### src/shared/thermal_pkg.sv
// thermal_pkg: constants, types and helpers for the thermal throttle block.
// assumes one 125 MHz core clock; temperatures arrive as unsigned degree codes.
package thermal_pkg;
	// clock period of mclk_i
	localparam int CLK_PERIOD_NS = 8;
	// maximum junction temperature, degrees
	localparam logic [7:0] TJ_MAX = 8'h64;
	// catastrophic shutdown temperature, degrees
	localparam logic [7:0] CAT_TEMP = 8'h7D;
	// release band below the trip point, stops rapid toggling
	localparam logic [7:0] HYST = 8'h02;
	// least time stepping must fail before modulation joins it
	localparam int FORCE_TIME_NS = 8000;
	localparam logic [11:0] FORCE_CYC = 12'((FORCE_TIME_NS + CLK_PERIOD_NS - 1) / CLK_PERIOD_NS);
	// least time of staying hot under throttle before out-of-spec
	localparam int OOS_TIME_NS = 16000;
	localparam logic [11:0] OOS_CYC = 12'((OOS_TIME_NS + CLK_PERIOD_NS - 1) / CLK_PERIOD_NS);
	// dwell between adaptive operating point moves
	localparam int ADAPT_TIME_NS = 4000;
	localparam logic [11:0] ADAPT_CYC = 12'((ADAPT_TIME_NS + CLK_PERIOD_NS - 1) / CLK_PERIOD_NS);
	// length of one eighth of the modulation period
	localparam int MOD_STEP_NS = 64;
	localparam logic [3:0] MOD_STEP_CYC = 4'((MOD_STEP_NS + CLK_PERIOD_NS - 1) / CLK_PERIOD_NS);
	// on-demand control word layout
	localparam int ODC_EN_BIT = 4;
	localparam int ODC_DUTY_MSB = 3;
	localparam int ODC_DUTY_LSB = 1;
	// duty in eighths: half on, half off
	localparam logic [2:0] DUTY_HALF = 3'h4;
	localparam logic [2:0] DUTY_RSVD = 3'h0;
	// depth of the own-drive history that masks our own pin echo
	localparam int DRIVE_HIST_W = 4;

	// package power states
	typedef enum logic [1:0] {
		PWR_NORMAL = 2'h0,
		PWR_STOP_GRANT = 2'h1,
		PWR_SLEEP = 2'h2,
		PWR_DEEP_DOWN = 2'h3
	} power_state_e;

	// throttle states, gray along idle -> step -> force
	typedef enum logic [1:0] {
		TS_IDLE = 2'h0,
		TS_STEP = 2'h1,
		TS_FORCE = 2'h3,
		TS_MOD = 2'h2
	} throttle_state_e;

	// software configuration bits
	typedef struct packed {
		logic auto_clock_modulation;
		logic auto_frequency_step;
		logic adaptive_step_throttle;
		logic force_modulation_with_step;
		logic alert_assert_int_en;
		logic alert_deassert_int_en;
		logic thresh1_int_en;
		logic thresh2_int_en;
	} throttle_cfg_s;

	// sensor readout: offsets below tj max
	typedef struct packed {
		logic valid;
		logic [7:0] offset0;
		logic [7:0] offset1;
	} dts_read_s;

	// offset below tj max, never negative
	function automatic logic [7:0] sat_offset(input logic [7:0] temp);
		return (temp >= TJ_MAX) ? 8'h00 : 8'(TJ_MAX - temp);
	endfunction
endpackage

### src/design/pin_sync.sv
// pin_sync: three-stage synchroniser for an asynchronous pin level.
// assumes the pin may change at any time; output moves once stages two and three agree.
`timescale 1ns/10ps
module pin_sync (
	input wire logic mclk_i,
	input wire logic resetn_i,
	input wire logic pin_i,
	output logic level_o
);
	// stage flops; s1 feeds s2 only
	logic s1, s2, s3;
	logic next_level;

	// accept a change only when the later stages agree
	always_comb begin
		next_level = (s2 == s3) ? s3 : level_o;
	end

	// registers, idle pin level is high
	always_ff @(posedge mclk_i or negedge resetn_i) begin
		if (!resetn_i) begin
			s1 <= 1'b1;
			s2 <= 1'b1;
			s3 <= 1'b1;
			level_o <= 1'b1;
		end else begin
			s1 <= pin_i;
			s2 <= s1;
			s3 <= s2;
			level_o <= next_level;
		end
	end
endmodule

### src/design/duty_modulator.sv
// duty_modulator: gates the core clock on for duty eighths of each period.
// assumes duty is steady while enabled; a change takes effect at once.
`timescale 1ns/10ps
module duty_modulator (
	input wire logic mclk_i,
	input wire logic resetn_i,
	input wire logic en_i,
	input wire logic [2:0] duty_i,
	output logic clk_on_o
);
	// prescaler for one eighth, then the eighth index
	logic [3:0] pre, next_pre;
	logic [2:0] phase, next_phase;
	logic next_on;

	// period restarts whenever modulation is off
	always_comb begin
		next_pre = pre + 4'h1;
		next_phase = phase;
		if (!en_i) begin
			next_pre = 4'h0;
			next_phase = 3'h0;
		end else if (pre == thermal_pkg::MOD_STEP_CYC - 4'h1) begin
			next_pre = 4'h0;
			next_phase = phase + 3'h1;
		end
		// on for eighths below duty, free running when disabled
		next_on = !en_i || (next_phase < duty_i);
	end

	// registers
	always_ff @(posedge mclk_i or negedge resetn_i) begin
		if (!resetn_i) begin
			pre <= 4'h0;
			phase <= 3'h0;
			clk_on_o <= 1'b1;
		end else begin
			pre <= next_pre;
			phase <= next_phase;
			clk_on_o <= next_on;
		end
	end
endmodule

### src/design/thermal_throttle_control.sv
// thermal_throttle_control: package thermal protection for both cores.
// assumes temperatures, power state and config are on mclk_i; only the alert pin is async.
// Summary of operation
// - step mode beats modulation when both enabled
// - forced modulation joins stepping if still hot
// - higher software point deferred during step throttle
// - lower software point applied at once
// - on-demand enable bit starts throttling immediately
// - on-demand duty from control bits three to one
// - automatic modulation fixed at half duty
// - automatic mode beats simultaneous on-demand request
// - drive hot alert while above trip point
// - snooping and interrupt latching continue while throttled
// - optional interrupt on alert assert and deassert
// - stop-grant and sleep states hold alert, never newly assert
// - alert released throughout deep power-down
// - catastrophic temperature shuts down, asserts trip output
// - sensor reports offset, never above maximum
// - sensor reading valid only in normal state
// - persistent heat latches out-of-spec, sticky, interrupt
// - automatic throttling starts exactly at maximum temperature
// - two programmable thresholds raise crossing interrupts
// - external low on alert pin triggers throttling
// - either core trip throttles both cores
// - external alert ignores forced modulation option
`timescale 1ns/10ps
module thermal_throttle_control (
	input wire logic mclk_i,
	input wire logic resetn_i,
	input wire logic [7:0] temp_core0_i,
	input wire logic [7:0] temp_core1_i,
	input wire thermal_pkg::power_state_e power_state_i,
	input wire thermal_pkg::throttle_cfg_s cfg_i,
	input wire logic [4:0] ondemand_ctrl_i,
	input wire logic [2:0] sw_point_i,
	input wire logic sw_point_wr_i,
	input wire logic [2:0] lowest_point_i,
	input wire logic [7:0] thresh1_i,
	input wire logic [7:0] thresh2_i,
	input wire logic oos_sticky_clr_i,
	input wire logic irq_req_i,
	input wire logic irq_ack_i,
	input wire logic hot_alert_n_i,
	output logic hot_alert_n_o,
	output logic hot_alert_oe_o,
	output logic catastrophic_trip_n_o,
	output logic core_clk_en_o,
	output logic [2:0] perf_point_o,
	output logic throttle_active_o,
	output logic snoop_en_o,
	output logic irq_pending_o,
	output thermal_pkg::dts_read_s dts_o,
	output logic out_of_spec_o,
	output logic out_of_spec_sticky_o,
	output logic thermal_int_o,
	output logic thresh_int_o,
	output logic alert_int_o
);
	// synchronised pin level and echo mask
	logic pin_high;
	logic [thermal_pkg::DRIVE_HIST_W-1:0] drive_hist, next_drive_hist;
	// sensing state
	logic int_hot, next_int_hot;
	logic trip, next_trip;
	logic drive, next_drive;
	logic pin_prev;
	logic [1:0] thr_hot, next_thr_hot;
	// throttle state
	thermal_pkg::throttle_state_e state, next_state;
	logic [11:0] hot_cnt, next_hot_cnt;
	logic [11:0] adapt_cnt, next_adapt_cnt;
	logic [2:0] tgt, next_tgt;
	logic [2:0] sw_req, next_sw_req;
	// derived terms
	logic [7:0] max_temp, min_off;
	logic ext_hot, any_hot, at_max, stepping, auto_mod, od_req, mod_en;
	logic [2:0] od_duty, duty, tgt_eff, next_point;
	logic mod_on, next_oos, next_sticky, next_irq;

	pin_sync u_pin_sync (
		.mclk_i(mclk_i),
		.resetn_i(resetn_i),
		.pin_i(hot_alert_n_i),
		.level_o(pin_high)
	);

	duty_modulator u_duty_modulator (
		.mclk_i(mclk_i),
		.resetn_i(resetn_i),
		.en_i(mod_en),
		.duty_i(duty),
		.clk_on_o(mod_on)
	);

	// hottest core decides for the whole package
	always_comb begin
		max_temp = (temp_core0_i > temp_core1_i) ? temp_core0_i : temp_core1_i;
		min_off = thermal_pkg::sat_offset(max_temp);
		at_max = max_temp >= thermal_pkg::TJ_MAX;
		// low pin we did not cause
		ext_hot = !pin_high && (drive_hist == '0) && !drive;
		any_hot = int_hot || ext_hot;
	end

	// sensing next values
	always_comb begin
		// hysteresis: set at max, clear below the band
		next_int_hot = int_hot ? (max_temp >= thermal_pkg::TJ_MAX - thermal_pkg::HYST) : at_max;
		next_trip = trip || (max_temp >= thermal_pkg::CAT_TEMP);
		next_drive_hist = {drive_hist[thermal_pkg::DRIVE_HIST_W-2:0], drive};
		case (power_state_i)
			thermal_pkg::PWR_DEEP_DOWN: next_drive = 1'b0;
			// only hold what was already asserted
			thermal_pkg::PWR_STOP_GRANT, thermal_pkg::PWR_SLEEP: next_drive = drive;
			default: next_drive = next_int_hot;
		endcase
		// hot side of each threshold, offsets shrink as heat rises
		next_thr_hot = {min_off <= thresh2_i, min_off <= thresh1_i};
	end

	// sensing registers
	always_ff @(posedge mclk_i or negedge resetn_i) begin
		if (!resetn_i) begin
			int_hot <= 1'b0;
			trip <= 1'b0;
			drive <= 1'b0;
			drive_hist <= '0;
			pin_prev <= 1'b1;
			thr_hot <= 2'h0;
		end else begin
			int_hot <= next_int_hot;
			trip <= next_trip;
			drive <= next_drive;
			drive_hist <= next_drive_hist;
			pin_prev <= pin_high;
			thr_hot <= next_thr_hot;
		end
	end

	// throttle next state, counters and operating point
	always_comb begin
		next_state = state;
		case (state)
			thermal_pkg::TS_IDLE: begin
				if (cfg_i.auto_frequency_step && any_hot) begin
					next_state = thermal_pkg::TS_STEP;
				end else if (cfg_i.auto_clock_modulation && any_hot) begin
					next_state = thermal_pkg::TS_MOD;
				end
			end
			thermal_pkg::TS_STEP: begin
				if (!any_hot || !cfg_i.auto_frequency_step) begin
					next_state = thermal_pkg::TS_IDLE;
				end else if (cfg_i.force_modulation_with_step && cfg_i.auto_clock_modulation && int_hot
					&& hot_cnt >= thermal_pkg::FORCE_CYC) begin
					next_state = thermal_pkg::TS_FORCE;
				end
			end
			thermal_pkg::TS_FORCE: begin
				if (!int_hot || !cfg_i.force_modulation_with_step) begin
					next_state = thermal_pkg::TS_STEP;
				end
			end
			thermal_pkg::TS_MOD: begin
				if (!any_hot || !cfg_i.auto_clock_modulation) begin
					next_state = thermal_pkg::TS_IDLE;
				end else if (cfg_i.auto_frequency_step) begin
					next_state = thermal_pkg::TS_STEP;
				end
			end
			default: next_state = thermal_pkg::TS_IDLE;
		endcase
		// heat persistence under automatic throttle, saturating
		next_hot_cnt = 12'h000;
		if (state != thermal_pkg::TS_IDLE && int_hot) begin
			next_hot_cnt = (hot_cnt >= thermal_pkg::OOS_CYC) ? hot_cnt : hot_cnt + 12'h001;
		end
		// adaptive search: down while at max, up toward the request otherwise
		next_adapt_cnt = adapt_cnt + 12'h001;
		next_tgt = tgt;
		if (!stepping) begin
			next_adapt_cnt = 12'h000;
			next_tgt = perf_point_o;
		end else if (adapt_cnt >= thermal_pkg::ADAPT_CYC - 12'h001) begin
			next_adapt_cnt = 12'h000;
			if (at_max && tgt > lowest_point_i) begin
				next_tgt = tgt - 3'h1;
			end else if (!at_max && tgt < sw_req) begin
				next_tgt = tgt + 3'h1;
			end
		end
		next_sw_req = sw_point_wr_i ? sw_point_i : sw_req;
		// higher request held at the throttle target
		next_point = (stepping && next_sw_req >= tgt_eff) ? tgt_eff : next_sw_req;
	end

	// modulation selection
	always_comb begin
		stepping = (state == thermal_pkg::TS_STEP) || (state == thermal_pkg::TS_FORCE);
		tgt_eff = cfg_i.adaptive_step_throttle ? tgt : lowest_point_i;
		auto_mod = (state == thermal_pkg::TS_MOD) || (state == thermal_pkg::TS_FORCE);
		od_req = ondemand_ctrl_i[thermal_pkg::ODC_EN_BIT];
		// zero is reserved and runs at half duty
		od_duty = ondemand_ctrl_i[thermal_pkg::ODC_DUTY_MSB:thermal_pkg::ODC_DUTY_LSB];
		if (od_duty == thermal_pkg::DUTY_RSVD) begin
			od_duty = thermal_pkg::DUTY_HALF;
		end
		mod_en = auto_mod || (od_req && state == thermal_pkg::TS_IDLE);
		// fixed half duty, programmed duty otherwise
		duty = auto_mod ? thermal_pkg::DUTY_HALF : od_duty;
		// still hot after throttling kicked in
		next_oos = (state != thermal_pkg::TS_IDLE) && int_hot && (hot_cnt >= thermal_pkg::OOS_CYC);
		// set wins over the software clear
		next_sticky = next_oos || (out_of_spec_sticky_o && !oos_sticky_clr_i);
		// keep latching, service only with clocks running
		next_irq = irq_req_i || (irq_pending_o && !(irq_ack_i && core_clk_en_o));
	end

	// throttle and output registers
	always_ff @(posedge mclk_i or negedge resetn_i) begin
		if (!resetn_i) begin
			state <= thermal_pkg::TS_IDLE;
			hot_cnt <= 12'h000;
			adapt_cnt <= 12'h000;
			tgt <= 3'h0;
			sw_req <= 3'h0;
			perf_point_o <= 3'h0;
			hot_alert_n_o <= 1'b1;
			hot_alert_oe_o <= 1'b0;
			catastrophic_trip_n_o <= 1'b1;
			core_clk_en_o <= 1'b1;
			throttle_active_o <= 1'b0;
			snoop_en_o <= 1'b1;
			irq_pending_o <= 1'b0;
			dts_o <= '0;
			out_of_spec_o <= 1'b0;
			out_of_spec_sticky_o <= 1'b0;
			thermal_int_o <= 1'b0;
			thresh_int_o <= 1'b0;
			alert_int_o <= 1'b0;
		end else begin
			state <= next_state;
			hot_cnt <= next_hot_cnt;
			adapt_cnt <= next_adapt_cnt;
			tgt <= next_tgt;
			sw_req <= next_sw_req;
			perf_point_o <= next_point;
			hot_alert_n_o <= !next_drive;
			hot_alert_oe_o <= next_drive;
			catastrophic_trip_n_o <= !next_trip;
			// clocks stop for good on trip, no bus activity
			core_clk_en_o <= mod_on && !next_trip;
			throttle_active_o <= stepping || mod_en;
			snoop_en_o <= !next_trip;
			irq_pending_o <= next_irq;
			dts_o.offset0 <= thermal_pkg::sat_offset(temp_core0_i);
			dts_o.offset1 <= thermal_pkg::sat_offset(temp_core1_i);
			dts_o.valid <= power_state_i == thermal_pkg::PWR_NORMAL;
			out_of_spec_o <= next_oos;
			out_of_spec_sticky_o <= next_sticky;
			thermal_int_o <= next_oos && !out_of_spec_o;
			thresh_int_o <= |((thr_hot ^ next_thr_hot) & {cfg_i.thresh2_int_en, cfg_i.thresh1_int_en});
			alert_int_o <= (pin_prev && !pin_high && cfg_i.alert_assert_int_en)
				|| (!pin_prev && pin_high && cfg_i.alert_deassert_int_en);
		end
	end
endmodule

### config.mk
export PLATFORM = sky130hd
export DESIGN_NAME = thermal_throttle_control
export DESIGN_NICKNAME = d
export VERILOG_FILES = /design/src/shared/thermal_pkg.sv /design/src/design/pin_sync.sv /design/src/design/duty_modulator.sv /design/src/design/thermal_throttle_control.sv
export SDC_FILE = /design/constraint.sdc
export NUM_CORES = 1
export LEC_CHECK = 0
export ABC_AREA = 0
export BUFFER_PORTS_ARGS = -buffer_cell sky130_fd_sc_hd__buf_2
export CORE_ASPECT_RATIO = 1.25
export CORE_UTILIZATION = 55
export CTS_CLUSTER_SIZE = 14
export DETAILED_ROUTE_END_ITERATION = 8
export GPL_TIMING_DRIVEN = 1
export PLACE_DENSITY_LB_ADDON = 0.25
export SKIP_LAST_GASP = 1
export SYNTH_ARGS = -nofsm -noshare
export SYNTH_HDL_FRONTEND = slang
export SYNTH_SLANG_ARGS = --single-unit
### constraint.sdc
create_clock -name mclk_i -period 2.3 [get_ports mclk_i]
set_input_delay 0.115 -clock mclk_i [delete_from_list [all_inputs] [get_ports mclk_i]]
set_output_delay 0.115 -clock mclk_i [all_outputs]
set_load 0.05 [all_outputs]
==> run_results.csv <==
group,metric,value,unit
floorplan,die-area,0.00890,mm2
min_path,hold_class,"in2reg",
timing,max_freq,284,MHz
power_and_ir_drop,power.density,656,mW/mm2
finish,nets,776,
detailed_routing,first_pass_iters,7,
timing,holdWs,0.0435,ns
logic_synthesis,ys.flop_type,"dfrtp_1",
logic_synthesis,synthCells,481,
cts,clkSinkCount,84,
detailed_routing,drc_errors,0,
worst_setup_path,end_kind,"flop",
logic_synthesis,yosysTopAreaCell,"dfrtp_1",
worst_setup_path,critPathTopFamily,"compound AO/OA/AOI/OAI gates",
power_and_ir_drop,max-vdd-ir-drop,0.370,mV
global_routing,antenna_found_initial,0,
finish,final_area,0.00644,mm2
placed_design,io_buffer_count,90,
cts,clk_latency,0.37,ns
logic_synthesis,ys_seq_area_share,45.1,%
global_routing,grt_max_degree,54,
worst_setup_path,cp_max_fo,4,
finish,area_delta_synth_final,37.4,%
timing,finalClockSkew,0.0111,ns
global_routing,grt_usage,27.6,%
placed_design,gp_congestion,0.895,
worst_setup_path,critPathArrivalTime,3.76,ns
timing,worst_slew_margin_rel,54.7,%
logic_synthesis,synth.area.top_cells,"dfrtp_1, ha_1, dfstp_2, inv_1, nor2_1",
global_routing,grt_pass1_vias,4268,
detailed_routing,finalWirelength,11700,um
timing,tightestPinTransition,0.670,ns
placed_design,dp.cells,740,
floorplan,core_area,0.00824,mm2
worst_setup_path,path_class,"in2reg",
logic_synthesis,synth_area,0.00469,mm2
detailed_routing,viasPerCell,5.44,
run_status,status,"complete, but fails checks",
logic_synthesis,synth_top_area_share,40.0,%
logic_synthesis,async_reset_ff_share,100,%
detailed_routing,wl_per_cell,15.1,um
cts,htreeDepth,3,
detailed_routing,vias,4204,
cts,cts-root-buf,"clkbuf_8",
placed_design,dp_hpwl,8630,um
power_and_ir_drop,p_leak,3.23,nW
finish,drive_gt1_share,36.5,%
timing,setup_viol,3,
finish,antenna_cells,0,
floorplan,initial_core_util,56.9,%
detailed_routing,postRouteAntennaNets,0,
cts,cts-buffers-inserted,9,
timing,finalSetupTns,-3.05,ns
finish,final_cells,773,
cts,clockBufferDepth,2,
worst_setup_path,required,2.54,ns
placed_design,place_area,0.00592,mm2
timing,hold_viol_final,0,
worst_setup_path,cp_slowest_stage_delay,0.31,ns
logic_synthesis,ys_seq_elements,84,
run_status,violations,"negative setup slack",
logic_synthesis,synth_edf_count,0,
logic_synthesis,synth_warnings,0,
cts,path_clk_slew,0.08,ns
floorplan,rows,37,
floorplan,ios,92,
global_routing,grt_overflow,0,
logic_synthesis,synth.avg_cell_area,9.75,um2
worst_setup_path,critPathSlowestCell,"o211ai_1",
run,maxCapViolations,0,
power_and_ir_drop,power.total,4.23,mW
timing,period_share,153,%
worst_setup_path,worstPathCellList,"buf_8 > inv_4 > ha_4 > nor2b_4 > o211ai_1 > a211oi_4 > nor2_4 > buf_12 > a21oi_4 > ha_2 > o21a_1 > a221oi_2 > xnor2_1 > nor2_1 > ha_1 > a21o_1 > a21oi_2 > o21a_1 > a211oi_2 > a31oi_1 > o211a_1 > xnor2_1 > o221ai_1",
timing,setup_slack,-1.22,ns
floorplan,die_x,84.6,um
cts,cts_tree,"built",
worst_setup_path,critPathLaunchType,"input port",
logic_synthesis,yosysUniqueCellTypes,63,
detailed_routing,drtIter0Drc,240,
timing,rsz0062_at_grt,"true",
timing,period_minus_slack,3.52,ns
global_routing,grt_first_pass_wirelength,19200,um
floorplan,die_h,105,um
timing,slew_violations,0,
worst_setup_path,crit_buf_inv,3,
[state kept, by name, summed over array words and instances (netlist names), 2 cells and up]
signal and flops:
u_duty_modulator.phase 3, u_duty_modulator.pre 4, drive_hist 4, hot_cnt 12, sw_req 3, perf_point_o 3, state 2, dts_o 17
tgt 3, adapt_cnt 12, thr_hot 2
[layout by cell type, fill, tap and decap left out, drive strengths merged, types with 4 or more instances in the layout]
master / instances
xnor2: 15
conb: 7
a21oi: 27
o21a: 6
o21ai: 24
a211oi: 5
nor2: 54
nand3: 16
nor3: 14
clkbuf: 11
dlygate4sd3: 9
and2: 4
nand4: 6
dfrtp: 75
buf: 170
xor2: 13
ha: 44
and3: 7
inv: 54
dfstp: 9
nand2: 29
mux2i: 11
a21o: 8
nor2b: 7
a31oi: 4
[timing repair]
item,CTS,global route
setup endpoints to repair,4,8
endpoints found under the hold margin,49,0
buffers inserted,6,3
hold buffers,9,0
pin swaps,32,8
gates resized for setup,21,14
[layout make-up]
cell class / count / area [um2]
fill: 549 / 1800
clock buffer: 11 / 141
timing repair buffer: 179 / 1190
clock inverter: 5 / 36.3
tap: 97 / 121
sequential: 84 / 2110
inverter: 53 / 206
multi-input combinational: 344 / 2640
[power breakdown]
| group | total [mW] | switching [mW] | internal (mW) |
|---|---|---|---|
| Clock | 0.962 | 0.539 | 0.423 |
| Combinational | 1.56 | 0.864 | 0.695 |
| Sequential | 1.70 | 0.0901 | 1.61 |
[worst min-delay path, stage by stage]
cell and delay (ns):
buf_2 0.10, o21ai_0 0.08, o22ai_1 0.07
[routing by layer]
layer,global-route usage [%],share of wire (%),up-vias
met5,0,0,-
met1,31.3,40,2014
met3,2.74,2.9,36
met4,15.3,3.5,0
li1,-,-,2030
met2,50.5,53,124
[kinds of logic (layout without fill, tap and decap cells)]
kind of cell | count (synthesis) | in the layout | share of synthesized area (%)
AND/OR/NAND/NOR | 150 | 150 | 15.5
AO/OA/AOI/OAI | 100 | 100 | 14.1
flip-flops | 84 | 84 | 45.1
buffers and inverters | 59 | 248 | 4.88
adder cells (fa/ha/maj) | 46 | 46 | 12.4
XOR/XNOR | 28 | 28 | 5.23
multiplexers | 13 | 13 | 2.83
other | 1 | 7 | 0.0799
[cell usage after synthesis (2+ instances only)]
cell type,number
xnor2_1,15
nor4_1,3
a21oi_1,26
or3_1,3
nand4_1,5
o2111ai_1,3
mux2_2,2
a31oi_1,4
nor2_1,52
and3_1,7
o21a_1,6
dfstp_2,9
or2_2,2
nand2b_1,3
buf_2,2
nor2b_2,2
mux2i_1,11
and2_1,3
xor2_1,13
nand2_1,29
o211a_1,2
o221ai_1,2
clkbuf_1,2
o211ai_1,3
o21ai_0,21
dfrtp_1,75
inv_1,52
nand3_1,16
nor2b_1,5
a211oi_1,4
nor3_1,13
ha_1,44
a21o_1,8
o21ai_1,3
o22ai_1,3
[stage by stage]
stage / utilization, % / setup WS (ns)
finish: 78.2 / -1.22
global route: 78.2 / -1.41
CTS: 77.5 / -1.14
detailed placement: 71.9 / -1.68
global placement: 71.9 / -1.60
floorplan: - / -1.44
[path summary, 6_finish.rpt]
path | from | endpoint | slack [ns] | depth (start not counted)
max | temp_core1_i[1] | thresh_int_o$_DFF_PN0_ | -1.22 | 23
min | cfg_i[6] | state[0]$_DFFE_PN0P_ | 0.04 | 3
max reg2reg | tgt[1]$_DFFE_PN0P_ | tgt[2]$_DFFE_PN0P_ | 0.15 | 10
min reg2reg | u_pin_sync.s1$_DFF_PN1_ | u_pin_sync.s2$_DFF_PN1_ | 0.36 | 0
max in group asynchronous | resetn_i | hot_cnt[9]$_DFFE_PN0N_ | 1.37 | 3
min in group asynchronous | resetn_i | irq_pending_o$_DFF_PN0_ | 0.32 | 2
Power figures use the tool's default switching activity.
